`config.mk`:
```
export PLATFORM = sky130hd
export DESIGN_NAME = fstc_frame_start
export DESIGN_NICKNAME = d
export VERILOG_FILES = /design/src/hw/fstc_pkg.sv /design/src/hw/fstc_frame_start.sv
export VERILOG_INCLUDE_DIRS = /design/src /design/src/hw
export SDC_FILE = /design/constraint.sdc
export NUM_CORES = 1
export LEC_CHECK = 0
export ABC_AREA = 1
export BUFFER_PORTS_ARGS = -buffer_cell sky130_fd_sc_hd__buf_4
export CELL_PAD_IN_SITES_DETAIL_PLACEMENT = 2
export CELL_PAD_IN_SITES_GLOBAL_PLACEMENT = 2
export CORE_UTILIZATION = 34
export DETAILED_ROUTE_END_ITERATION = 16
export GPL_TIMING_DRIVEN = 0
export PLACE_DENSITY_LB_ADDON = 0.1
export SLEW_MARGIN = 20
export SYNTH_ARGS = -nofsm -noshare
export SYNTH_HDL_FRONTEND = slang
export SYNTH_SLANG_ARGS = --single-unit
export TNS_END_PERCENT = 20
```
`constraint.sdc`:
```
create_clock -name clk -period 2.9 [get_ports clk]
set_input_delay 0.145 -clock clk [delete_from_list [all_inputs] [get_ports clk]]
set_output_delay 0.145 -clock clk [all_outputs]
set_load 0.005 [all_outputs]
```
`src/hw/fstc_defines.svh`:
```
`ifndef FSTC_DEFINES_SVH
`define FSTC_DEFINES_SVH

// Clock and time base
`define FSTC_CLK_PERIOD_NS 50
`define FSTC_NS_PER_US     1000
`define FSTC_CYC_PER_US    (`FSTC_NS_PER_US / `FSTC_CLK_PERIOD_NS)
`define FSTC_CLK_HZ        20000000
`define FSTC_READOUT_CYCLES 100

// Trigger target selection
`define FSTC_SEL_ACQ       1'h0
`define FSTC_SEL_FRAME     1'h1

// Trigger origin encodings
`define FSTC_ORG_SOFTWARE  1'h0
`define FSTC_ORG_HW_INPUT_ONE     1'h1

// Reset values
`define FSTC_RST_TRIG_ON   1'h0
`define FSTC_RST_ORIGIN    `FSTC_ORG_HW_INPUT_ONE

// Shutter timing kinds
`define FSTC_SHUT_TIMED    1'h0
`define FSTC_SHUT_WIDTH    1'h1

// Capture run kinds
`define FSTC_RUN_SINGLE    1'h0
`define FSTC_RUN_CONTINUOUS 1'h1

// Edge polarity
`define FSTC_EDGE_RISING   1'h0
`define FSTC_EDGE_FALLING  1'h1

`endif

```
`src/hw/fstc_pkg.sv`:
```
`default_nettype none
package fstc_pkg;

  typedef enum logic [2:0] {
    FSTC_IDLE    = 3'h1,
    FSTC_EXPOSE  = 3'h2,
    FSTC_RECOVER = 3'h4
  } fstc_state_type;

endpackage
`default_nettype wire

```
`src/hw/fstc_frame_start.sv`:
```
`include "fstc_defines.svh"
`default_nettype none

// Summary of operation
// [RL1] Software source: exposure timed from duration setting
// [RL2] Line source: timed or trigger-width exposure
// [RL3] Host issues one fire per wanted frame
// [RL4] Accepted fire while waiting starts exposure
// [RL5] Accepting a start leaves waiting status
// [RL6] Return to waiting automatically when ready
// [RL7] Host keeps timed shutter for software fires
// [RL8] Software mode: no internal pacing added
// [RL9] Host avoids firing above maximum rate
// [RL10] Fires while not waiting are dropped
// [RL11] Pacing on, triggering off: paced internally
// [RL12] Pacing off: triggers alone set timing
// [RL13] Fire counts only with frame target selected
// [RL14] Enable/origin writes go to selected target
// [RL15] Origins: software command or input line one
// [RL16] Host brackets capture with begin/end commands
// [RL17] Triggering off: internal starts per run kind
// [RL18] Paced rate capped at maximum allowed rate
// [RL19] Edge polarity selects rising or falling
// [RL20] Reset selects input line one as origin
// [RL21] Fire made single pulse; line synchronised
// [RL22] Waiting status output for the host
module fstc_frame_start #(
  parameter int unsigned CLK_HZ         = `FSTC_CLK_HZ,
  parameter int unsigned READOUT_CYCLES = `FSTC_READOUT_CYCLES,
  parameter int unsigned DUR_W          = 16,
  parameter int unsigned FPS_W          = 8
) (
  input  wire logic             clk,
  input  wire logic             reset_n,
  input  wire logic             triggerTargetSelect,
  input  wire logic             externalStartEnableWr,
  input  wire logic             externalStartEnableData,
  input  wire logic             startOriginSelectWr,
  input  wire logic             startOriginSelectData,
  input  wire logic             edgePolaritySelect,
  input  wire logic             hostFireCommand,
  input  wire logic             shutterTimingKind,
  input  wire logic [DUR_W-1:0] shutterDurationUs,
  input  wire logic             internalPacingOn,
  input  wire logic [FPS_W-1:0] internalPacingFps,
  input  wire logic             captureRunKind,
  input  wire logic             captureBeginCommand,
  input  wire logic             captureEndCommand,
  input  wire logic             hwInputOne,
  output logic                  waitingForStart,
  output logic                  exposureActive,
  output logic                  perImageBegin,
  output logic                  triggerDropped,
  output logic                  frameTriggerOn,
  output logic                  frameOrigin,
  output logic                  acqTriggerOn,
  output logic                  acqOrigin
);

  localparam int unsigned CYC_PER_US = `FSTC_CYC_PER_US;
  localparam int unsigned US_W = $clog2(CYC_PER_US + 1);
  localparam int unsigned REC_W = $clog2(READOUT_CYCLES + 1);
  localparam int unsigned ACC_W = $clog2(CLK_HZ + (1 << FPS_W)) + 1;
  localparam logic [ACC_W-1:0] CLK_HZ_A = ACC_W'(CLK_HZ);
  localparam logic [REC_W-1:0] REC_LOAD = REC_W'(READOUT_CYCLES);
  localparam logic [US_W-1:0] US_LAST = US_W'(CYC_PER_US - 1);

  if (CYC_PER_US < 1 || READOUT_CYCLES < 1 || CLK_HZ < 1000000
      || DUR_W < 1 || FPS_W < 1)
  begin : g_check
    $error("fstc_frame_start: unsupported parameter values");
  end

  fstc_pkg::fstc_state_type state_reg;
  fstc_pkg::fstc_state_type state_next;

  logic [1:0]       trigOn_reg;
  logic [1:0]       origin_reg;
  logic             lineMeta_reg;
  logic             lineSync_reg;
  logic             linePrev_reg;
  logic             firePrev_reg;
  logic             firePulse;
  logic             lineEdge;
  logic             lineActive;
  logic             acqActive_reg;
  logic             acqActive_next;
  logic             swTrig;
  logic             hwTrig;
  logic             intTrig;
  logic             anyTrig;
  logic             accept;
  logic             widthMode;
  logic             widthExp_reg;
  logic [US_W-1:0]  usDiv_reg;
  logic             usTick;
  logic [DUR_W-1:0] expCount_reg;
  logic [REC_W-1:0] recCount_reg;
  logic [ACC_W-1:0] paceAcc_reg;
  logic             paceDue_reg;
  logic             paceRun;

  // Per-target enable and origin, written through the target select
  always_ff @(posedge clk or negedge reset_n)
  begin
    if (!reset_n)
    begin
      trigOn_reg <= {2{`FSTC_RST_TRIG_ON}};
      origin_reg <= {2{`FSTC_RST_ORIGIN}};               // [RL20]
    end
    else
    begin
      if (externalStartEnableWr)
        trigOn_reg[triggerTargetSelect] <= externalStartEnableData; // [RL14]
      if (startOriginSelectWr)
        origin_reg[triggerTargetSelect] <= startOriginSelectData; // [RL15]
    end
  end

  // Input line synchroniser and edge history
  always_ff @(posedge clk or negedge reset_n)
  begin
    if (!reset_n)
    begin
      lineMeta_reg <= 1'h0;
      lineSync_reg <= 1'h0;
      linePrev_reg <= 1'h0;
    end
    else
    begin
      lineMeta_reg <= hwInputOne;                        // [RL21]
      lineSync_reg <= lineMeta_reg;
      linePrev_reg <= lineSync_reg;
    end
  end

  // Fire command reduced to one pulse per assertion
  always_ff @(posedge clk or negedge reset_n)
  begin
    if (!reset_n)
      firePrev_reg <= 1'h0;
    else
      firePrev_reg <= hostFireCommand;
  end

  assign firePulse = hostFireCommand & ~firePrev_reg;    // [RL21]

  assign lineActive = (edgePolaritySelect == `FSTC_EDGE_FALLING)
                      ? ~lineSync_reg : lineSync_reg;
  assign lineEdge = (edgePolaritySelect == `FSTC_EDGE_FALLING)
                    ? (linePrev_reg & ~lineSync_reg)
                    : (~linePrev_reg & lineSync_reg);    // [RL19]

  // Trigger qualification
  assign swTrig = firePulse
                  && (triggerTargetSelect == `FSTC_SEL_FRAME) // [RL13]
                  && trigOn_reg[`FSTC_SEL_FRAME]
                  && (origin_reg[`FSTC_SEL_FRAME] == `FSTC_ORG_SOFTWARE);
  assign hwTrig = lineEdge && trigOn_reg[`FSTC_SEL_FRAME]
                  && (origin_reg[`FSTC_SEL_FRAME] == `FSTC_ORG_HW_INPUT_ONE);
  // Internal starts; without pacing they run at the fastest ready rate
  assign intTrig = !trigOn_reg[`FSTC_SEL_FRAME]
                   && (!internalPacingOn || paceDue_reg); // [RL17] [RL12]
  assign anyTrig = swTrig || hwTrig || intTrig;
  assign accept = waitingForStart && anyTrig;            // [RL4]

  // Trigger-width exposure only when the line is the origin
  assign widthMode = (origin_reg[`FSTC_SEL_FRAME] == `FSTC_ORG_HW_INPUT_ONE)
                     && (shutterTimingKind == `FSTC_SHUT_WIDTH); // [RL2]

  // Capture run state
  always_comb
  begin
    acqActive_next = acqActive_reg;
    if (captureEndCommand)
      acqActive_next = 1'h0;
    else if (accept && captureRunKind == `FSTC_RUN_SINGLE)
      acqActive_next = 1'h0;                             // [RL17]
    if (captureBeginCommand)
      acqActive_next = 1'h1;
  end

  always_ff @(posedge clk or negedge reset_n)
  begin
    if (!reset_n)
      acqActive_reg <= 1'h0;
    else
      acqActive_reg <= acqActive_next;
  end

  // Microsecond enable
  always_ff @(posedge clk or negedge reset_n)
  begin
    if (!reset_n)
      usDiv_reg <= '0;
    else if (usDiv_reg == US_LAST)
      usDiv_reg <= '0;
    else
      usDiv_reg <= usDiv_reg + US_W'(1);
  end

  assign usTick = (usDiv_reg == US_LAST);

  // Internal pacing accumulator: wraps at CLK_HZ / fps cycles
  assign paceRun = internalPacingOn && !trigOn_reg[`FSTC_SEL_FRAME]
                   && acqActive_reg;                     // [RL11] [RL8]

  always_ff @(posedge clk or negedge reset_n)
  begin
    if (!reset_n)
    begin
      paceAcc_reg <= '0;
      paceDue_reg <= 1'h0;
    end
    else if (!paceRun)
    begin
      paceAcc_reg <= '0;
      paceDue_reg <= captureBeginCommand && internalPacingOn;
    end
    else
    begin
      if (paceAcc_reg + ACC_W'(internalPacingFps) >= CLK_HZ_A)
      begin
        paceAcc_reg <= paceAcc_reg + ACC_W'(internalPacingFps) - CLK_HZ_A;
        paceDue_reg <= 1'h1;                             // [RL11]
      end
      else
      begin
        paceAcc_reg <= paceAcc_reg + ACC_W'(internalPacingFps);
        if (accept)
          paceDue_reg <= 1'h0;                           // [RL18]
      end
    end
  end

  // Frame sequencer
  always_comb
  begin
    state_next = state_reg;
    case (state_reg)
      fstc_pkg::FSTC_IDLE:
        if (accept)
          state_next = fstc_pkg::FSTC_EXPOSE;             // [RL5]
      fstc_pkg::FSTC_EXPOSE:
        if (widthExp_reg ? !lineActive
                         : (usTick && expCount_reg == '0))
          state_next = fstc_pkg::FSTC_RECOVER;
      fstc_pkg::FSTC_RECOVER:
        if (recCount_reg == '0)
          state_next = fstc_pkg::FSTC_IDLE;               // [RL6]
      default:
        state_next = fstc_pkg::FSTC_IDLE;
    endcase
  end

  always_ff @(posedge clk or negedge reset_n)
  begin
    if (!reset_n)
      state_reg <= fstc_pkg::FSTC_IDLE;
    else
      state_reg <= state_next;
  end

  // Exposure timing
  always_ff @(posedge clk or negedge reset_n)
  begin
    if (!reset_n)
    begin
      expCount_reg <= '0;
      widthExp_reg <= 1'h0;
    end
    else if (accept)
    begin
      expCount_reg <= shutterDurationUs;                  // [RL1]
      widthExp_reg <= widthMode && hwTrig;                // [RL2]
    end
    else if (state_reg == fstc_pkg::FSTC_EXPOSE && usTick
             && expCount_reg != '0)
      expCount_reg <= expCount_reg - DUR_W'(1);
  end

  // Readout recovery before the next start can be taken
  always_ff @(posedge clk or negedge reset_n)
  begin
    if (!reset_n)
      recCount_reg <= '0;
    else if (state_reg != fstc_pkg::FSTC_RECOVER)
      recCount_reg <= REC_LOAD - REC_W'(1);
    else if (recCount_reg != '0)
      recCount_reg <= recCount_reg - REC_W'(1);
  end

  // Registered outputs
  always_ff @(posedge clk or negedge reset_n)
  begin
    if (!reset_n)
    begin
      waitingForStart <= 1'h0;
      exposureActive  <= 1'h0;
      perImageBegin   <= 1'h0;
      triggerDropped  <= 1'h0;
    end
    else
    begin
      waitingForStart <= acqActive_next
                         && state_next == fstc_pkg::FSTC_IDLE; // [RL22]
      exposureActive  <= state_next == fstc_pkg::FSTC_EXPOSE;
      perImageBegin   <= accept;
      triggerDropped  <= (swTrig || hwTrig) && !waitingForStart; // [RL10]
    end
  end

  always_ff @(posedge clk or negedge reset_n)
  begin
    if (!reset_n)
    begin
      frameTriggerOn <= `FSTC_RST_TRIG_ON;
      frameOrigin    <= `FSTC_RST_ORIGIN;
      acqTriggerOn   <= `FSTC_RST_TRIG_ON;
      acqOrigin      <= `FSTC_RST_ORIGIN;
    end
    else
    begin
      frameTriggerOn <= trigOn_reg[`FSTC_SEL_FRAME];
      frameOrigin    <= origin_reg[`FSTC_SEL_FRAME];
      acqTriggerOn   <= trigOn_reg[`FSTC_SEL_ACQ];
      acqOrigin      <= origin_reg[`FSTC_SEL_ACQ];
    end
  end

  a_accept_start: assert property (@(posedge clk) // [RL4]
    disable iff (!reset_n) accept |=> perImageBegin && exposureActive)
    else $error("accepted trigger did not start exposure");

  a_leave_waiting: assert property (@(posedge clk) // [RL5]
    disable iff (!reset_n) accept |=> !waitingForStart)
    else $error("waiting status kept after accepting a start");

  a_return_waiting: assert property (@(posedge clk) // [RL6]
    disable iff (!reset_n)
    (state_reg == fstc_pkg::FSTC_RECOVER && recCount_reg == '0
     && acqActive_next) |=> waitingForStart)
    else $error("waiting status not restored after recovery");

  a_drop_fire: assert property (@(posedge clk) // [RL10]
    disable iff (!reset_n)
    (swTrig && !waitingForStart) |=> !perImageBegin && triggerDropped)
    else $error("fire while busy was not dropped");

  a_fire_select: assert property (@(posedge clk) // [RL13]
    disable iff (!reset_n)
    (triggerTargetSelect == `FSTC_SEL_ACQ && trigOn_reg[`FSTC_SEL_FRAME]
     && origin_reg[`FSTC_SEL_FRAME] == `FSTC_ORG_SOFTWARE)
    |=> !perImageBegin)
    else $error("fire acted with acquisition target selected");

  a_timed_hold: assert property (@(posedge clk) // [RL1]
    disable iff (!reset_n)
    (exposureActive && !widthExp_reg && expCount_reg != '0)
    |=> exposureActive)
    else $error("timed exposure ended early");

  a_edge_detect: assert property (@(posedge clk) // [RL19]
    disable iff (!reset_n)
    (edgePolaritySelect == `FSTC_EDGE_RISING && $rose(lineSync_reg))
    |-> lineEdge)
    else $error("rising edge on line not detected");

  a_sync_delay: assert property (@(posedge clk) // [RL21]
    disable iff (!reset_n) lineSync_reg == $past(hwInputOne, 2))
    else $error("line synchroniser depth wrong");

  a_fire_pulse: assert property (@(posedge clk) // [RL21]
    disable iff (!reset_n) firePulse |=> !firePulse)
    else $error("fire pulse longer than one cycle");

  a_no_pace_sw: assert property (@(posedge clk) // [RL8]
    disable iff (!reset_n) trigOn_reg[`FSTC_SEL_FRAME] |=> paceAcc_reg == '0)
    else $error("internal pacing ran with triggering on");

  a_single_stop: assert property (@(posedge clk) // [RL17]
    disable iff (!reset_n)
    (accept && captureRunKind == `FSTC_RUN_SINGLE && !captureBeginCommand)
    |=> !acqActive_reg)
    else $error("single run did not end after one frame");

endmodule
`default_nettype wire

```
==> results.txt <==
The number of placed instances, taps included, is 1016. In this run the most used layer during global routing was met2. The slowest stage of the critical path belongs to the cell dfrtp_1. The area enclosed by the die boundary was 0.0161 mm^2; the cell internal power dissipation was 0.00227 W.

The H-tree generated during clock tree synthesis spans 3 levels. The logs give 0.389 for the sequential fraction of design power and 0.0152 mm^2 for the core footprint. The share of final-layout standard cells stronger than drive strength 1 came out at 0.265. TritonCTS built the clock tree. The die is 127 um tall. The total of max-cap violations came out at 0. The logs give 0.303 for the met1 routing resource usage after global routing and 0.00531 mm^2 for the post-synthesis instance area. Yosys attributes the largest share of cell area to dfrtp_1 33%, nand2_1 16%, inv_1 6.7%, nor2_1 6.7%, nand3_1 6.2%. In the final routed layout, each cell accounts on average for 22.9 um. In the synthesized netlist, the cells that appear most often are 230 x nand2_1, 95 x inv_1, 95 x nor2_1.

The reported net switching power is 0.00134 W. Worst path setup slack after routing: -0.270 ns. The net switching fraction of the power came out at 0.371. The congestion estimate from routability-driven global placement came to 0.813. The most used standard cell by instance count after synthesis is nand2_1. Dividing total power by cell area gives a power density of 512 mW/mm^2. The average cell area after synthesis is 6.80 um^2, and the final critical delay including setup and external delays is 3.17 ns. The startpoint of the tightest hold check path is captureEndCommand.

The net count of the finished layout was 931; the number of enable flip-flop cells after synthesis was 0. Final hold analysis gives a worst-case slack of 0.0175 ns. The tools report the peak supply drop as 345 uV. The finished layout holds 1072 standard cells, fillers aside. By startpoint and endpoint, the worst setup path is classified as flip-flop to flip-flop. Setup violations remaining at the end of the flow were counted as 19. The number of storage elements in the synthesis netlist was 76. The post-route fraction of the period consumed by the critical path is 1.09, and the number of antenna violations at the first check in global routing is 0. The met3 layer usage reported by global route was 0.0335; the count of buffers from port buffering was 46.

Number of nets with antenna violations after routing: 0. The run gives 3.41 ns as the data arrival time of the critical path. The area fraction of the dominant cell type after synthesis is 0.334.

The insertion delay of the later-clocked pin in the worst-skew pair came out at 0.36 ns. The launch point of the critical path was paceAcc_reg[7]. The count of final hold-check violations was 0. The routed design has 24.5 mm of wire.

The logs give 9 for the number of buffers inserted during clock tree synthesis and 3.14 ns for the worst path required time. The run gives -0.411 ns as the post-place setup slack. The checks that failed: setup timing. The antenna diode count came out at 0. In this run, the number of DRC markers left after iteration 0 of detailed routing was 219. Grouping stages by cell kind, the critical path spends the most delay in simple AND/OR/NAND/NOR gates. Walking the worst path, the cells encountered are ha_4 > nand2_2 > nor2_4 > inv_1 > nor2_1 > nand3_2 > nand2_1 > nand2_1 > nand2_2 > nand2_2 > nand2_2 > nor2_2 > nor2_4 > nand3_4 > buf_8 > bufbuf_16 > a21oi_2 > nor2_1. Post-detailed-route via-to-cell ratio: 5.56. For the pin count of the biggest net entering global routing, the log shows 77. The run finished, with violations left.

The worst path buffer plus inverter count was 3; the number of global-route vias before repair was 6451. For the combinational group share of total power, the log shows 0.271. The total global-route track usage is 0.264. Setup repair after global routing could not meet its margin everywhere. The run gives 0.340 as the fraction of power consumed by the clock network. CTS saw 76 sinks. The filler cell count in the final layout is 1733. The floorplan has 45 rows. Synthesis produced a netlist whose cell count is 782. The via total after detailed routing is 5955, and the largest clock skew in the final design is 0.0205 ns. After clock tree synthesis, the clock-pin slew on the worst setup and hold paths is 0.08 ns. The die is 127 um wide. The buffer levels on the longest clock path is 2. For the wire length of the first global-routing pass, the log shows 33.1 mm. In this run the critical register-to-register path is launched from paceAcc_reg[7].

The tightest slew margin relative to the limit came out at 0.464. The synthesized design spends more area on one cell type than any other, namely dfrtp_1. The Yosys warning count came out at 0.

For this run, design rule violations remaining after detail routing come to 0. Type of origin of the critical path: a flip-flop. The finished cells cover 0.00705 mm^2.

The max-slew violation total from the final report was 0; the global-route congestion overflow total was 0. Number of nets in the synthesized netlist: 834. Most used flip-flop cell after synthesis: dfrtp_1. The run gives 0.350 as the initial standard-cell utilization of the core.

The most frequent cell on the critical path is nand2_2. STA classifies the critical path endpoint as a flip-flop. Along the worst path, the maximum fanout reaches 5.

In this run the worst hold path is classified as input port to flip-flop. Async set-or-reset flop fraction in the synthesized netlist: 1.00. The run gives 6 as the detailed-routing iteration count for the pre-antenna-repair pass. The met2 track utilization from global routing came out at 0.500. On the worst path, the slowest cell contributes a delay of 0.42 ns. The slew of the pin with the lowest slew margin is 0.798 ns. The static leakage is 3.39 nW, and the peak clock frequency supported by timing is 315 MHz.

Once detailed placement completed, the half-perimeter wirelength came to 14.2 mm. In this run the clock root is driven by a clkbuf_16. The synthesis-to-layout area growth is 32.6%, and the number of top-level pins is 47.

The register with the most flip-flops in the layout has 26 of them. After detailed placement, the total cell area comes to 0.00589 mm^2. The synthesized netlist contains 39 unique library cells.

The tools report the sequential cell area fraction in the yosys report as 0.359.
[cell type report]
cell class,instances,area [um^2],share of cell area
Tap cell,188,235,0.0334
Inverter,106,400,0.0568
Clock inverter,7,80.1,0.0114
Sequential cell,76,1910,0.271
Multi-Input combinational cell,590,3420,0.485
Clock buffer,9,225,0.0320
Timing Repair Buffer,86,706,0.100
Buffer,10,71.3,0.0101
[timing repair]
action,CTS,global route
buffers inserted,13,20
resized for setup,46,69
pin swaps,13,33
hold buffers,5,1
setup endpoints to repair,33,32
cloned,1,0
hold endpoints to repair,5,71
[power by group through the flow]
stage          sequential (W)  combinational [W]  clock [W]
6_report              0.00140           0.000977    0.00123
5_1_grt               0.00142            0.00108    0.00126
4_1_cts               0.00139           0.000904    0.00120
3_5_place_dp          0.00139           0.000844          0
3_3_place_gp          0.00138           0.000775          0
2_1_floorplan         0.00135           0.000535          0
[metal layers]
layer	routed length (um)	vias up
met4	722	0
met3	772	52
met2	13200	155
met5	0	-
li1	-	2700
met1	9840	3048
[kinds of logic (layout without fill, tap and decap cells)]
group | Yosys count | in the layout | share of synthesized area
flops | 76 | 76 | 0.359
compound gates | 83 | 83 | 0.0942
xor+xnor | 18 | 18 | 0.0297
simple gates | 476 | 476 | 0.398
buf+inv | 116 | 218 | 0.0866
fa+ha+maj | 13 | 13 | 0.0320
[worst paths after layout]
kind / slack [ns] / cells past startpoint / end
max: -0.27 / 18 / paceAcc_reg[14]
min: 0.02 / 2 / acqActive_reg
max reg2reg: -0.27 / 18 / paceAcc_reg[14]
min reg2reg: 0.35 / 0 / lineSync_reg
max in group asynchronous: 1.96 / 2 / recCount_reg[3]
min in group asynchronous: 0.39 / 2 / paceAcc_reg[20]
[cells in the final DEF, fill, tap and decap left out, drive strengths merged]
master and n:
xnor2 7, bufbuf 1, dfrtp 71, fa 1
o221ai 1, o31ai 1, a21oi 31, dfstp 5
o211ai 7, and2 2, nand2 250, xor2 11
inv 108, or2 1, o21bai 2, bufinv 1
clkinv 3, clkinvlp 1, nor4 4, o22ai 2
clkbuf 14, a211oi 1, dlygate4sd3 6, a31oi 11
nand4 13, ha 12, nor2 110, o21ai 27
buf 84, nor3 17, nand3 72, nand3b 7
[worst reg2reg max path: stages (launching register included)]
cell and delay, ns:
dfrtp_1 0.42, ha_4 0.32, nand2_2 0.12, nor2_4 0.17
inv_1 0.09, nor2_1 0.19, nand3_2 0.19, nand2_1 0.19
nand2_1 0.11, nand2_2 0.11, nand2_2 0.10, nand2_2 0.11
nor2_2 0.06, nor2_4 0.15, nand3_4 0.11, buf_8 0.15
bufbuf_16 0.27, a21oi_2 0.13, nor2_1 0.08
[stage by stage]
step,setup TNS (ns),power [W],util
after floorplan,0,0.00189,-
after global placement,-6.46,0.00215,0.388
after detailed placement,-9.08,0.00223,0.388
after CTS,0,0.00349,0.434
after global routing,-5.05,0.00376,0.463
final,-4.19,0.00360,0.463
Power figures use the tool's default switching activity.
